--- src/dpfc_pkg.sv ---
// Purpose: shared constants for the disk panel fault control block
// Assumes: 200 MHz aclk, 32-bit AXI4-Lite register access
// Notes: lamp vectors are {spindle, error, ready, lockout, port_a, port_b}
package dpfc_pkg;
	// timing
	localparam int CLK_MHZ = 200;
	localparam int BLINK_MS = 250;
	localparam int BLINK_CYCLES = BLINK_MS * 1000 * CLK_MHZ;
	// register byte offsets
	localparam logic [7:0] CTRL_OFFSET = 8'h00;
	localparam logic [7:0] STATUS_OFFSET = 8'h04;
	localparam logic [7:0] LOG_SEL_OFFSET = 8'h08;
	localparam logic [7:0] LOG_DATA_OFFSET = 8'h0C;
	// control fields
	localparam int CTRL_SPIN_REQ_BIT = 0;
	localparam int CTRL_DISABLE_BIT = 1;
	localparam int CTRL_PORT_B_BIT = 2;
	localparam logic [2:0] CTRL_RESET = 3'h0;
	// status fields
	localparam int STATUS_STATE_LSB = 0;
	localparam int STATUS_LAMP_LSB = 4;
	localparam int STATUS_FAULT_BIT = 10;
	localparam int STATUS_DISP_BIT = 11;
	localparam int STATUS_ONLINE_BIT = 12;
	localparam int STATUS_WP_BIT = 13;
	localparam int STATUS_CODE_LSB = 16;
	// log
	localparam int LOG_DEPTH = 16;
	localparam int LOG_DATA_COUNT_LSB = 8;
	// axi responses
	localparam logic [1:0] RESP_OKAY = 2'h0;
	localparam logic [1:0] RESP_SLVERR = 2'h2;
	// lamp vector bit positions
	localparam int LAMP_SPINDLE = 5;
	localparam int LAMP_ERROR = 4;
	localparam int LAMP_READY = 3;
	localparam int LAMP_LOCKOUT = 2;
	localparam int LAMP_PORT_A = 1;
	localparam int LAMP_PORT_B = 0;
	// fault code to lamp pattern, index is the 5-bit fault code
	localparam int FAULT_CODES = 25;
	localparam logic [5:0] FAULT_LAMPS [0:FAULT_CODES-1] = '{
		6'h00, 6'h11, 6'h12, 6'h13, 6'h14, 6'h15, 6'h16, 6'h17,
		6'h18, 6'h19, 6'h1A, 6'h1B, 6'h1C, 6'h1D, 6'h1E, 6'h1F,
		6'h30, 6'h31, 6'h32, 6'h33, 6'h34, 6'h35, 6'h36, 6'h2F,
		6'h3F};
	typedef enum logic [2:0] {
		ST_STOPPED, ST_SPINUP, ST_READY, ST_DRAIN, ST_SPINDOWN
	} dpfc_state_type;
endpackage

--- src/dpfc_panel.sv ---
// Purpose: front panel spindle, fault, ready, lockout and port control
// Assumes: panel and drive inputs synchronous to aclk, buttons debounced
// Notes: registers over AXI4-Lite; one write and one read at a time
`timescale 1ns/1ps
`default_nettype none
module dpfc_panel #(
	parameter int BLINK_CYCLES = dpfc_pkg::BLINK_CYCLES,
	parameter int LOG_DEPTH = dpfc_pkg::LOG_DEPTH
) (
	// clock and reset
	input wire logic aclk,
	input wire logic aresetn,
	// axi4-lite slave
	input wire logic [7:0] s_axi_awaddr,
	input wire logic s_axi_awvalid,
	output logic s_axi_awready,
	input wire logic [31:0] s_axi_wdata,
	input wire logic [3:0] s_axi_wstrb,
	input wire logic s_axi_wvalid,
	output logic s_axi_wready,
	output logic [1:0] s_axi_bresp,
	output logic s_axi_bvalid,
	input wire logic s_axi_bready,
	input wire logic [7:0] s_axi_araddr,
	input wire logic s_axi_arvalid,
	output logic s_axi_arready,
	output logic [31:0] s_axi_rdata,
	output logic [1:0] s_axi_rresp,
	output logic s_axi_rvalid,
	input wire logic s_axi_rready,
	// panel buttons, level while latched in
	input wire logic spindle_button_in,
	input wire logic lockout_button_lamp_in,
	input wire logic port_a_button_in,
	input wire logic port_b_button_in,
	input wire logic error_button,
	// drive mechanics
	input wire logic spindle_rotating,
	input wire logic spindle_at_speed,
	input wire logic seek_active,
	input wire logic writes_pending,
	input wire logic fault_detect,
	input wire logic [4:0] fault_code_in,
	input wire logic fault_self_corrected,
	// selection
	input wire logic [3:0] unit_code,
	input wire logic [3:0] select_addr,
	input wire logic dual_port_fitted,
	// drive controls
	output logic spindle_motor_q,
	output logic heads_retract_q,
	output logic fault_clear_q,
	output logic write_enable_q,
	output logic online_q,
	output logic selected_q,
	output logic port_a_enable_q,
	output logic port_b_enable_q,
	// lamps {spindle, error, ready, lockout, port_a, port_b}
	output logic [5:0] lamps_q
);
	localparam int LW = $clog2(LOG_DEPTH);
	dpfc_pkg::dpfc_state_type state_q, state_d;
	logic [2:0] ctrl_q;
	logic spin_req_q, start_ok_q, fault_q, disp_q, err_btn_q;
	logic [4:0] code_q;
	logic [4:0] log_mem [0:LOG_DEPTH-1];
	logic [LW-1:0] log_wr_q, log_sel_q;
	logic [LW:0] log_cnt_q;
	logic aw_got_q, w_got_q;
	logic [7:0] aw_addr_q;
	logic [31:0] w_data_q;
	logic [3:0] w_strb_q;
	logic ready_cond_q;
	logic [5:0] normal_lamps;

	// panel decode
	wire press = error_button & ~err_btn_q;
	wire first_press = press & ~disp_q;
	wire second_press = press & disp_q;
	wire host_spin = spin_req_q & spindle_button_in;
	wire start = spindle_button_in & (start_ok_q | host_spin) & ~fault_q;
	wire stop = ~spindle_button_in;
	wire ready_cond = (state_q == dpfc_pkg::ST_READY) & spindle_button_in &
		spindle_rotating & ~seek_active & ~fault_q;
	wire drain = state_q == dpfc_pkg::ST_DRAIN;
	wire wr_ok = (ready_cond | drain) & ~lockout_button_lamp_in;
	wire dual = dual_port_fitted & port_a_button_in & port_b_button_in;
	wire port_a_d = ~disp_q & (dual ? ~ctrl_q[dpfc_pkg::CTRL_PORT_B_BIT] :
		(port_a_button_in & ~port_b_button_in));
	wire port_b_d = ~disp_q & (dual ? ctrl_q[dpfc_pkg::CTRL_PORT_B_BIT] :
		(port_b_button_in & ~port_a_button_in));
	wire online_d = ~disp_q & ~ctrl_q[dpfc_pkg::CTRL_DISABLE_BIT];
	wire selected_d = online_d & (select_addr == unit_code);

	// spindle sequencer
	always_comb begin
		state_d = state_q;
		case (state_q)
			dpfc_pkg::ST_STOPPED:
				if (start)
					state_d = dpfc_pkg::ST_SPINUP;
			dpfc_pkg::ST_SPINUP:
				if (fault_detect | fault_q | stop)
					state_d = dpfc_pkg::ST_SPINDOWN;
				else if (spindle_at_speed)
					state_d = dpfc_pkg::ST_READY;
			dpfc_pkg::ST_READY:
				if (stop)
					state_d = writes_pending ? dpfc_pkg::ST_DRAIN :
						dpfc_pkg::ST_SPINDOWN;
			dpfc_pkg::ST_DRAIN:
				if (!writes_pending)
					state_d = dpfc_pkg::ST_SPINDOWN;
			dpfc_pkg::ST_SPINDOWN:
				if (!spindle_rotating)
					state_d = dpfc_pkg::ST_STOPPED;
			default:
				state_d = dpfc_pkg::ST_STOPPED;
		endcase
	end

	always_ff @(posedge aclk) begin
		if (!aresetn) begin
			state_q <= dpfc_pkg::ST_STOPPED;
			spindle_motor_q <= 1'b0;
			heads_retract_q <= 1'b1;
		end else begin
			state_q <= state_d;
			spindle_motor_q <= (state_d == dpfc_pkg::ST_SPINUP) |
				(state_d == dpfc_pkg::ST_READY) |
				(state_d == dpfc_pkg::ST_DRAIN);
			heads_retract_q <= (state_d == dpfc_pkg::ST_SPINDOWN) |
				(state_d == dpfc_pkg::ST_STOPPED);
		end
	end

	// power-up with button in: wait for a release or a host spin request before starting
	always_ff @(posedge aclk) begin
		if (!aresetn)
			start_ok_q <= 1'b0;
		else if (stop)
			start_ok_q <= 1'b1;
		else if (state_q == dpfc_pkg::ST_SPINUP)
			start_ok_q <= 1'b0;
	end

	// fault latch: a new detect wins over any clear in the same cycle
	always_ff @(posedge aclk) begin
		if (!aresetn) begin
			fault_q <= 1'b0;
			code_q <= 5'h00;
			disp_q <= 1'b0;
			err_btn_q <= 1'b0;
			fault_clear_q <= 1'b0;
		end else begin
			err_btn_q <= error_button;
			fault_clear_q <= second_press;
			if (fault_detect)
				fault_q <= 1'b1;
			else if (fault_self_corrected | second_press)
				fault_q <= 1'b0;
			if (fault_detect & ~fault_q & ~disp_q)
				code_q <= fault_code_in;
			if (first_press)
				disp_q <= 1'b1;
			else if (second_press)
				disp_q <= 1'b0;
		end
	end

	// error log, circular; oldest entry overwritten past the depth
	always_ff @(posedge aclk) begin
		if (second_press)
			log_mem[log_wr_q] <= code_q;
	end
	always_ff @(posedge aclk) begin
		if (!aresetn) begin
			log_wr_q <= '0;
			log_cnt_q <= '0;
		end else if (second_press) begin
			log_wr_q <= log_wr_q + 1'b1;
			if (log_cnt_q != (LW+1)'(LOG_DEPTH))
				log_cnt_q <= log_cnt_q + 1'b1;
		end
	end

	// drive outputs and normal lamps
	always_ff @(posedge aclk) begin
		if (!aresetn) begin
			ready_cond_q <= 1'b0;
			write_enable_q <= 1'b0;
			online_q <= 1'b0;
			selected_q <= 1'b0;
			port_a_enable_q <= 1'b0;
			port_b_enable_q <= 1'b0;
		end else begin
			ready_cond_q <= ready_cond;
			write_enable_q <= wr_ok;
			online_q <= online_d;
			selected_q <= selected_d;
			port_a_enable_q <= port_a_d;
			port_b_enable_q <= port_b_d;
		end
	end
	assign normal_lamps = {spindle_rotating, fault_q, ready_cond,
		lockout_button_lamp_in, port_a_d, port_b_d};

	dpfc_lamp_mux #(
		.BLINK_CYCLES(BLINK_CYCLES)
	) u_lamps (
		.aclk(aclk),
		.aresetn(aresetn),
		.display_on(disp_q),
		.fault_code(code_q),
		.normal_lamps(normal_lamps),
		.lamps_q(lamps_q)
	);

	// axi4-lite write side: address and data taken in either order
	wire aw_hs = s_axi_awvalid & s_axi_awready;
	wire w_hs = s_axi_wvalid & s_axi_wready;
	wire aw_have = aw_got_q | aw_hs;
	wire w_have = w_got_q | w_hs;
	wire [7:0] wa = aw_got_q ? aw_addr_q : s_axi_awaddr;
	wire [31:0] wd = w_got_q ? w_data_q : s_axi_wdata;
	wire [3:0] ws = w_got_q ? w_strb_q : s_axi_wstrb;
	wire do_wr = aw_have & w_have & ~s_axi_bvalid;
	wire wr_ctrl = do_wr & (wa == dpfc_pkg::CTRL_OFFSET) & ws[0];
	wire wr_sel = do_wr & (wa == dpfc_pkg::LOG_SEL_OFFSET) & ws[0];
	wire wr_hit = (wa == dpfc_pkg::CTRL_OFFSET) |
		(wa == dpfc_pkg::LOG_SEL_OFFSET);
	wire b_done = s_axi_bvalid & s_axi_bready;
	wire aw_got_d = aw_have & ~do_wr;
	wire w_got_d = w_have & ~do_wr;
	wire bvalid_d = do_wr | (s_axi_bvalid & ~s_axi_bready);

	always_ff @(posedge aclk) begin
		if (!aresetn) begin
			aw_got_q <= 1'b0;
			w_got_q <= 1'b0;
			aw_addr_q <= 8'h00;
			w_data_q <= 32'h0;
			w_strb_q <= 4'h0;
			s_axi_awready <= 1'b0;
			s_axi_wready <= 1'b0;
			s_axi_bvalid <= 1'b0;
			s_axi_bresp <= dpfc_pkg::RESP_OKAY;
		end else begin
			aw_got_q <= aw_got_d;
			w_got_q <= w_got_d;
			if (aw_hs)
				aw_addr_q <= s_axi_awaddr;
			if (w_hs) begin
				w_data_q <= s_axi_wdata;
				w_strb_q <= s_axi_wstrb;
			end
			s_axi_awready <= ~aw_got_d & ~bvalid_d & ~aw_hs;
			s_axi_wready <= ~w_got_d & ~bvalid_d & ~w_hs;
			s_axi_bvalid <= bvalid_d;
			if (do_wr)
				s_axi_bresp <= wr_hit ? dpfc_pkg::RESP_OKAY :
					dpfc_pkg::RESP_SLVERR;
		end
	end

	// control register; spin request bit clears once it starts a spin-up
	always_ff @(posedge aclk) begin
		if (!aresetn) begin
			ctrl_q <= dpfc_pkg::CTRL_RESET;
			spin_req_q <= 1'b0;
			log_sel_q <= '0;
		end else begin
			if (wr_ctrl)
				ctrl_q <= wd[2:0];
			if (wr_ctrl & wd[dpfc_pkg::CTRL_SPIN_REQ_BIT])
				spin_req_q <= 1'b1;
			else if (state_q != dpfc_pkg::ST_STOPPED)
				spin_req_q <= 1'b0;
			if (wr_sel)
				log_sel_q <= wd[LW-1:0];
		end
	end

	// axi4-lite read side
	wire ar_hs = s_axi_arvalid & s_axi_arready;
	wire [31:0] status_word = {11'h000, code_q, 2'h0, ~write_enable_q,
		online_q, disp_q, fault_q, lamps_q, 1'b0, state_q};
	wire [31:0] log_word = {{(23-LW){1'b0}}, log_cnt_q, 3'h0,
		log_mem[log_sel_q]};
	logic [31:0] rd_word;
	logic rd_hit;
	always_comb begin
		rd_hit = 1'b1;
		case (s_axi_araddr)
			dpfc_pkg::CTRL_OFFSET: rd_word = {29'h0, ctrl_q[2:1], spin_req_q};
			dpfc_pkg::STATUS_OFFSET: rd_word = status_word;
			dpfc_pkg::LOG_SEL_OFFSET: rd_word = {{(32-LW){1'b0}}, log_sel_q};
			dpfc_pkg::LOG_DATA_OFFSET: rd_word = log_word;
			default: begin
				rd_word = 32'h0;
				rd_hit = 1'b0;
			end
		endcase
	end
	always_ff @(posedge aclk) begin
		if (!aresetn) begin
			s_axi_arready <= 1'b0;
			s_axi_rvalid <= 1'b0;
			s_axi_rdata <= 32'h0;
			s_axi_rresp <= dpfc_pkg::RESP_OKAY;
		end else begin
			s_axi_arready <= ~ar_hs & ~(s_axi_rvalid & ~s_axi_rready);
			if (ar_hs) begin
				s_axi_rvalid <= 1'b1;
				s_axi_rdata <= rd_word;
				s_axi_rresp <= rd_hit ? dpfc_pkg::RESP_OKAY :
					dpfc_pkg::RESP_SLVERR;
			end else if (s_axi_rready) begin
				s_axi_rvalid <= 1'b0;
			end
		end
	end
endmodule // dpfc_panel
`default_nettype wire

--- src/dpfc_lamp_mux.sv ---
// Purpose: panel lamp driver, normal lamps or blinking fault code
// Assumes: fault code stable while display is on
// Notes: blink half period is a parameter so simulation can shorten it
`timescale 1ns/1ps
`default_nettype none
module dpfc_lamp_mux #(
	parameter int BLINK_CYCLES = dpfc_pkg::BLINK_CYCLES
) (
	// clock and reset
	input wire logic aclk,
	input wire logic aresetn,
	// lamp sources
	input wire logic display_on,
	input wire logic [4:0] fault_code,
	input wire logic [5:0] normal_lamps,
	// lamp pins
	output logic [5:0] lamps_q
);
	logic [31:0] blink_cnt_q;
	logic blink_q;
	wire blink_wrap = blink_cnt_q >= 32'(BLINK_CYCLES - 1);
	wire code_ok = 32'(fault_code) < 32'(dpfc_pkg::FAULT_CODES);
	wire [5:0] code_lamps = code_ok ?
		dpfc_pkg::FAULT_LAMPS[fault_code] : 6'h3F;
	wire [5:0] lamps_d = display_on ?
		(blink_q ? code_lamps : 6'h00) : normal_lamps;
	always_ff @(posedge aclk) begin
		if (!aresetn || !display_on) begin
			blink_cnt_q <= 32'h0;
			blink_q <= 1'b1;
		end else if (blink_wrap) begin
			blink_cnt_q <= 32'h0;
			blink_q <= ~blink_q;
		end else begin
			blink_cnt_q <= blink_cnt_q + 32'h1;
		end
	end
	always_ff @(posedge aclk) begin
		if (!aresetn)
			lamps_q <= 6'h00;
		else
			lamps_q <= lamps_d;
	end
endmodule // dpfc_lamp_mux
`default_nettype wire

--- config.mk ---
export PLATFORM = sky130hd
export DESIGN_NAME = dpfc_panel
export DESIGN_NICKNAME = d
export VERILOG_FILES = /design/src/dpfc_pkg.sv /design/src/dpfc_panel.sv /design/src/dpfc_lamp_mux.sv
export SDC_FILE = /design/constraint.sdc
export NUM_CORES = 1
export LEC_CHECK = 0
export BUFFER_PORTS_ARGS = -buffer_cell sky130_fd_sc_hd__buf_2
export CAP_MARGIN = 20
export CORE_UTILIZATION = 28
export CTS_CLUSTER_DIAMETER = 80
export DETAILED_ROUTE_END_ITERATION = 8
export PLACE_DENSITY = 0.45
export SYNTH_ARGS = -nofsm -noshare
export SYNTH_HDL_FRONTEND = slang
export SYNTH_HIERARCHICAL = 1
export SYNTH_SLANG_ARGS = --single-unit
export TNS_END_PERCENT = 50
--- constraint.sdc ---
create_clock -name aclk -period 4.3 [get_ports aclk]
set_input_delay 0.215 -clock aclk [delete_from_list [all_inputs] [get_ports aclk]]
set_output_delay 0.215 -clock aclk [all_outputs]
set_load 0.02 [all_outputs]
* Word level (Yosys, flattened, before mapping)
Memories as Yosys holds them, arrays and structs flattened. A register that Yosys moved wholly into a read port is not among the register bits. Cells that the tools add are included.
Storage, ports and cells: register bits after elaboration 132, RAM bits 80, output and inout port bits 55, memories 2, ROM bits 192, word-level logic and storage cells 185
Memories:
- (name not given) | depth 32, bits a word 6, read ports 1, clocked after Yosys merged registers in 0, write ports 0, line dpfc_lamp_mux.sv:24 | dpfc_pkg::FAULT_LAMPS[fault_code] : 6'h3F;
- log_mem | depth 16, bits a word 5, read ports 1, clocked after Yosys merged registers in 1, write ports 1, line dpfc_panel.sv:66 | logic [4:0] log_mem [0:LOG_DEPTH-1];
Cells by class: reduce and logical (&&, ||, !) cells 15, order comparisons 3, muxes and demuxes 36, $add $sub $neg 3, eq/ne operators 15, bitwise gates (word level) 76
Operator list (number):
- case mux 21 bit (4 select lines) | 1
- bitwise AND 1 bit | 40
- adder 32 x 1 -> 32 bit (second input constant) | 1
- >= comparator 32 x 26 -> 1 bit (second input constant) | 1
- two-way mux 6 bit | 5
- == test 8 x 4 -> 1 bit (second input constant) | 3
- inverter 1 bit | 23
- two-way mux 3 bit | 7
- zero test 8 bit | 2
- two-way mux 1 bit | 16
- case mux 3 bit (5 select lines) | 1
- == test 3 x 2 -> 1 bit (second input constant) | 4
- two-way mux 4 bit | 3
- OR 1 bit | 12
- == test 8 x 3 -> 1 bit (second input constant) | 1
- two-way mux 8 bit | 1
- nonzero test 2 bit | 4
- == test 3 x 1 -> 1 bit (second input constant) | 2
- == test 3 bit (second input constant) | 2
- >= comparator 6 bit (second input constant) | 1
- zero test 3 bit | 2
- inverter 5 -> 6 bit | 1
- adder 5 x 1 -> 5 bit (second input constant) | 1
- < comparator 5 bit (second input constant) | 1
- 11 further kinds | 13

* Depth between registers and ports, before layout
word-level depth 9, gate-level depth with buffers 7

* By module
The synthesis kept the hierarchy.
By module, submodules not included:
- dpfc_panel | instances 1, area each 6682.7 sq um, cells an instance 542
- dpfc_lamp_mux | instances 1, area each 1731.7 sq um, cells an instance 178

* Worst setup path before layout
Ideal clock, no wire load.
kind reg-to-reg, start point register disp_q, end point memory log_mem[0][0], enable pin, slack 2.429 ns, buffers on the path 2, arrival time 1.497 ns, stages on the path, launching flop included 6, cell sequence dfxtp_1 -> clkbuf_1 -> and3b_1 -> buf_2 -> nand2_1 -> nor3_1
Between the ends: longest elaborated chain between the ends 3
RTL lines:
- start: declaration | line dpfc_panel.sv:64 | logic spin_req_q, start_ok_q, fault_q, disp_q, err_btn_q;
- start signal: assignment | line dpfc_panel.sv:152 | disp_q <= 1'b0;
- start signal: assignment | line dpfc_panel.sv:165 | disp_q <= 1'b1;
- start signal: assignment | line dpfc_panel.sv:167 | disp_q <= 1'b0;
- bitwise AND 1 bit | line dpfc_panel.sv:79 | wire second_press = press & disp_q;
- two-way mux 1 bit | line dpfc_panel.sv:173 | if (second_press)
- two-way mux 1 bit (implied by the code) | line dpfc_panel.sv:174 | log_mem[log_wr_q] <= code_q;
- end: declaration | line dpfc_panel.sv:66
Every way passes these cells.

==> results_dict.tcl <==
set metrics [dict create \
    fin_skew_ps 21.4 \
    synthXorXnorAreaFrac_pct 3.64 \
    fin_crit_sh_pct 56.6 \
    yosysUniqueCellTypes 62 \
    powerDensity_nw_per_um2 394 \
    via_per_inst 4.45 \
    power.leakage_nw 3.54 \
    fmax_mhz 411 \
    ant_nets 0 \
    hold_depth 2 \
    nNetsFinal 903 \
    avgRoutedWirePerCell_um 15.7 \
    register_area_um2 4800 \
    critPathKind "reg -> reg" \
    hold_class "in -> reg" \
    overflow 0 \
    postCtsHoldBufs 1 \
    r2r_end "s_axi_rdata[4]$_SDFFE_PN0P_" \
    grt_max_degree 37 \
    vias 5408 \
    clk_path_buf_depth 2 \
    status "finished, final reports clean" \
    fp.dieW_um 175 \
    core.rowCount 63 \
    grt_usage_pct 12.8 \
    rsz0062_at_grt "no" \
    synth_cells 720 \
    core-area_um2 29600 \
    cp-start-kind "register" \
    synth_top_family_by_area "simple AND/OR/NAND/NOR gates" \
    antenna_found_initial 0 \
    ys_ff_latch 200 \
    io_pins 139 \
    drive_gt1_share_pct 21.1 \
    insertion_delay_ps 440 \
    yosys_warnings 6 \
    clock-sinks 200 \
    die_y_um 175 \
    cts_tree "built" \
    hp-start "spindle_button_in" \
    wl_um 19100 \
    grt_pass1_wl_um 30000 \
    tightest_slew_ps 987 \
    max-vdd-ir-drop_mv 0.188 \
    syn_to_final_growth_pct 16.6 \
    n_antenna_cell 0 \
    maxSlewViolCount 0 \
    avgSynthCellArea_um2 11.7 \
    ys.flop_type "dfxtp_1" \
    power_mw 3.87 \
    setup_violations 0 \
    cts_setup_buffers 0 \
    cts_buffers 17 \
    synth_compound_area_share_pct 7.24 \
    cts-resized-gates 0 \
    portBuffers 92 \
    synthArstFlopShare_pct 0 \
    clkTransAtPathRegs_ps 70 \
    crit_required_ps 4620 \
    first_pass_iters 5 \
    dpl.hpwl_um 13500 \
    initial_utilization_pct 28.4 \
    clock-root-buffer "clkbuf_16" \
    worstSetupEndpointType "register" \
    ff2ff_path_depth 6 \
    post-route-util_pct 33.1 \
    synth_fa_ha_area_share_pct 1.04 \
    grt_pass1_vias 5240 \
    drcViolationCount 0 \
    dieArea_um2 30700 \
    finalWeightedCongestion 0.707 \
    hold_path_end "start_ok_q$_SDFFE_PN0P_" \
    synth-edff-count 80 \
    yosys.area_share.simple_pct 19.3 \
    first_iter_violations 307 \
    multi_input_area_um2 3380 \
    max-slew-margin-rel_pct 34.1 \
    htreeDepth 4 \
    max_cap_violations 0 \
    cp_max_fo 13 \
    fillers 3080 \
    min_period_ps 2430 \
    regToRegSetupSlack_ps 1870 \
    hold_viol 0 \
    finalSetupTns_ps 0 \
    critPathArrivalTime_ps 2750 \
    synthMuxAreaShare_pct 8.04 \
    synth.cell_area_um2 8410 \
    seq_area_frac_synth_pct 57.1 \
]
-- how the worst max path moves through the flow --
stage / from / depth (start not counted) / to / slack (ps)
6_report: register / 6 / s_axi_rdata[4]$_SDFFE_PN0P_ / 1870
3_5_place_dp: register / 6 / s_axi_rdata[4]$_SDFFE_PN0P_ / 1790
2_1_floorplan: disp_q$_SDFFE_PN0P_ / 5 / log_mem[0][0]$_DFFE_PP_ / 2430
5_1_grt: register / 6 / s_axi_rdata[1]$_SDFFE_PN0P_ / 1590
3_3_place_gp: register / 6 / s_axi_rdata[4]$_SDFFE_PN0P_ / 1740
4_1_cts: register / 6 / s_axi_rdata[4]$_SDFFE_PN0P_ / 1770
-- registers in the layout, indices dropped and copies added (netlist names), 2 cells and up, named ones only --
name and cells:
log_mem 80, u_lamps/blink_cnt_q 32, s_axi_rdata 19, aw_addr_q 8
u_lamps/lamps_q 6, code_q 5, log_cnt_q 5, log_sel_q 4
log_wr_q 4, w_data_q 4, state_q 3, ctrl_q 2
-- power breakdown --
group | internal (mW) | switching, mW
logic | 0.0876 | 0.121
registers | 2.01 | 0.0490
clock network | 0.833 | 0.774
-- Yosys cell counts, types with 5 or more instances --
| master | number | share of area (%) |
|---|---|---|
| nand2b_1 | 20 | 1.5 |
| inv_1 | 10 | 0.45 |
| clkbuf_1 | 18 | 0.80 |
| a21boi_0 | 21 | 1.9 |
| and2_1 | 24 | 1.8 |
| a22oi_1 | 14 | 1.2 |
| and3_1 | 8 | 0.59 |
| mux4_2 | 20 | 5.4 |
| ha_1 | 7 | 1.0 |
| edfxtp_1 | 80 | 29 |
| nand4_1 | 10 | 0.74 |
| buf_4 | 17 | 1.5 |
| mux2_2 | 5 | 0.67 |
| mux2i_1 | 17 | 2.0 |
| nor2b_1 | 27 | 2.0 |
| nand3_1 | 34 | 2.0 |
| nor3_1 | 12 | 0.71 |
| nor2_1 | 52 | 2.3 |
| o21ai_0 | 19 | 1.1 |
| nand2_1 | 64 | 2.9 |
| nor3b_1 | 6 | 0.54 |
| dfxtp_1 | 120 | 29 |
| xnor2_1 | 15 | 1.6 |
| xor2_1 | 20 | 2.1 |
| a21oi_1 | 11 | 0.65 |
-- cell usage in the layout (no fill, tap or decap), drive strengths merged, types with 5 or more instances in the layout --
master / instances
a21boi: 21
a21oi: 12
a22oi: 14
and2: 24
and3: 11
buf: 97
clkbuf: 19
conb: 21
dfxtp: 120
edfxtp: 80
ha: 7
inv: 19
mux2: 5
mux2i: 17
mux4: 20
nand2: 64
nand2b: 20
nand3: 35
nand4: 12
nor2: 56
nor2b: 27
nor3: 12
nor3b: 8
nor4: 7
o21ai: 19
xnor2: 15
xor2: 20
-- final cells by class --
type | count | area share, %
timing repair buffer | 98 | 5.25
sequential | 200 | 49.0
tap | 390 | 4.97
multi-input combinational | 485 | 34.5
clock buffer | 19 | 4.41
inverter | 10 | 0.382
clock inverter | 13 | 1.56
-- per-stage QoR --
step                      setup WS [ps]  hold slack, ps  cell area, um^2  instances
after floorplan                    2430             321             8490        739
after global placement             1740             449             9200       1181
after detailed placement           1790             452             9200       1181
after CTS                          1770            2.97             9800       1214
after global routing               1590            10.3             9810       1215
final                              1870            17.8             9810       1215
-- metal layers --
layer / GRT usage (%) / part of all wire (%) / vias to the layer above
li1: - / - / 2733
met4: 3.80 / 1.0 / 0
met1: 18.4 / 52 / 2573
met5: 0 / 0 / -
met2: 19.4 / 44 / 87
met3: 2.42 / 2.4 / 15
-- logic make-up after synthesis --
kind of cell	count (synthesis)
muxes	42
adders and majority gates	7
buffers and inverters	54
and+or+nand+nor	291
other	2
DFF	200
xor gates and xnor gates	35
AOI/OAI and AO/OA	89
-- critical path, cell delays in order, from the launching register on --
cell and delay, ps:
dfxtp_1 890, buf_4 340, mux4_2 540, nand2_1 80
a31oi_1 90, o21ai_0 250, a21oi_1 110
(Power assumes the default switching activity.)
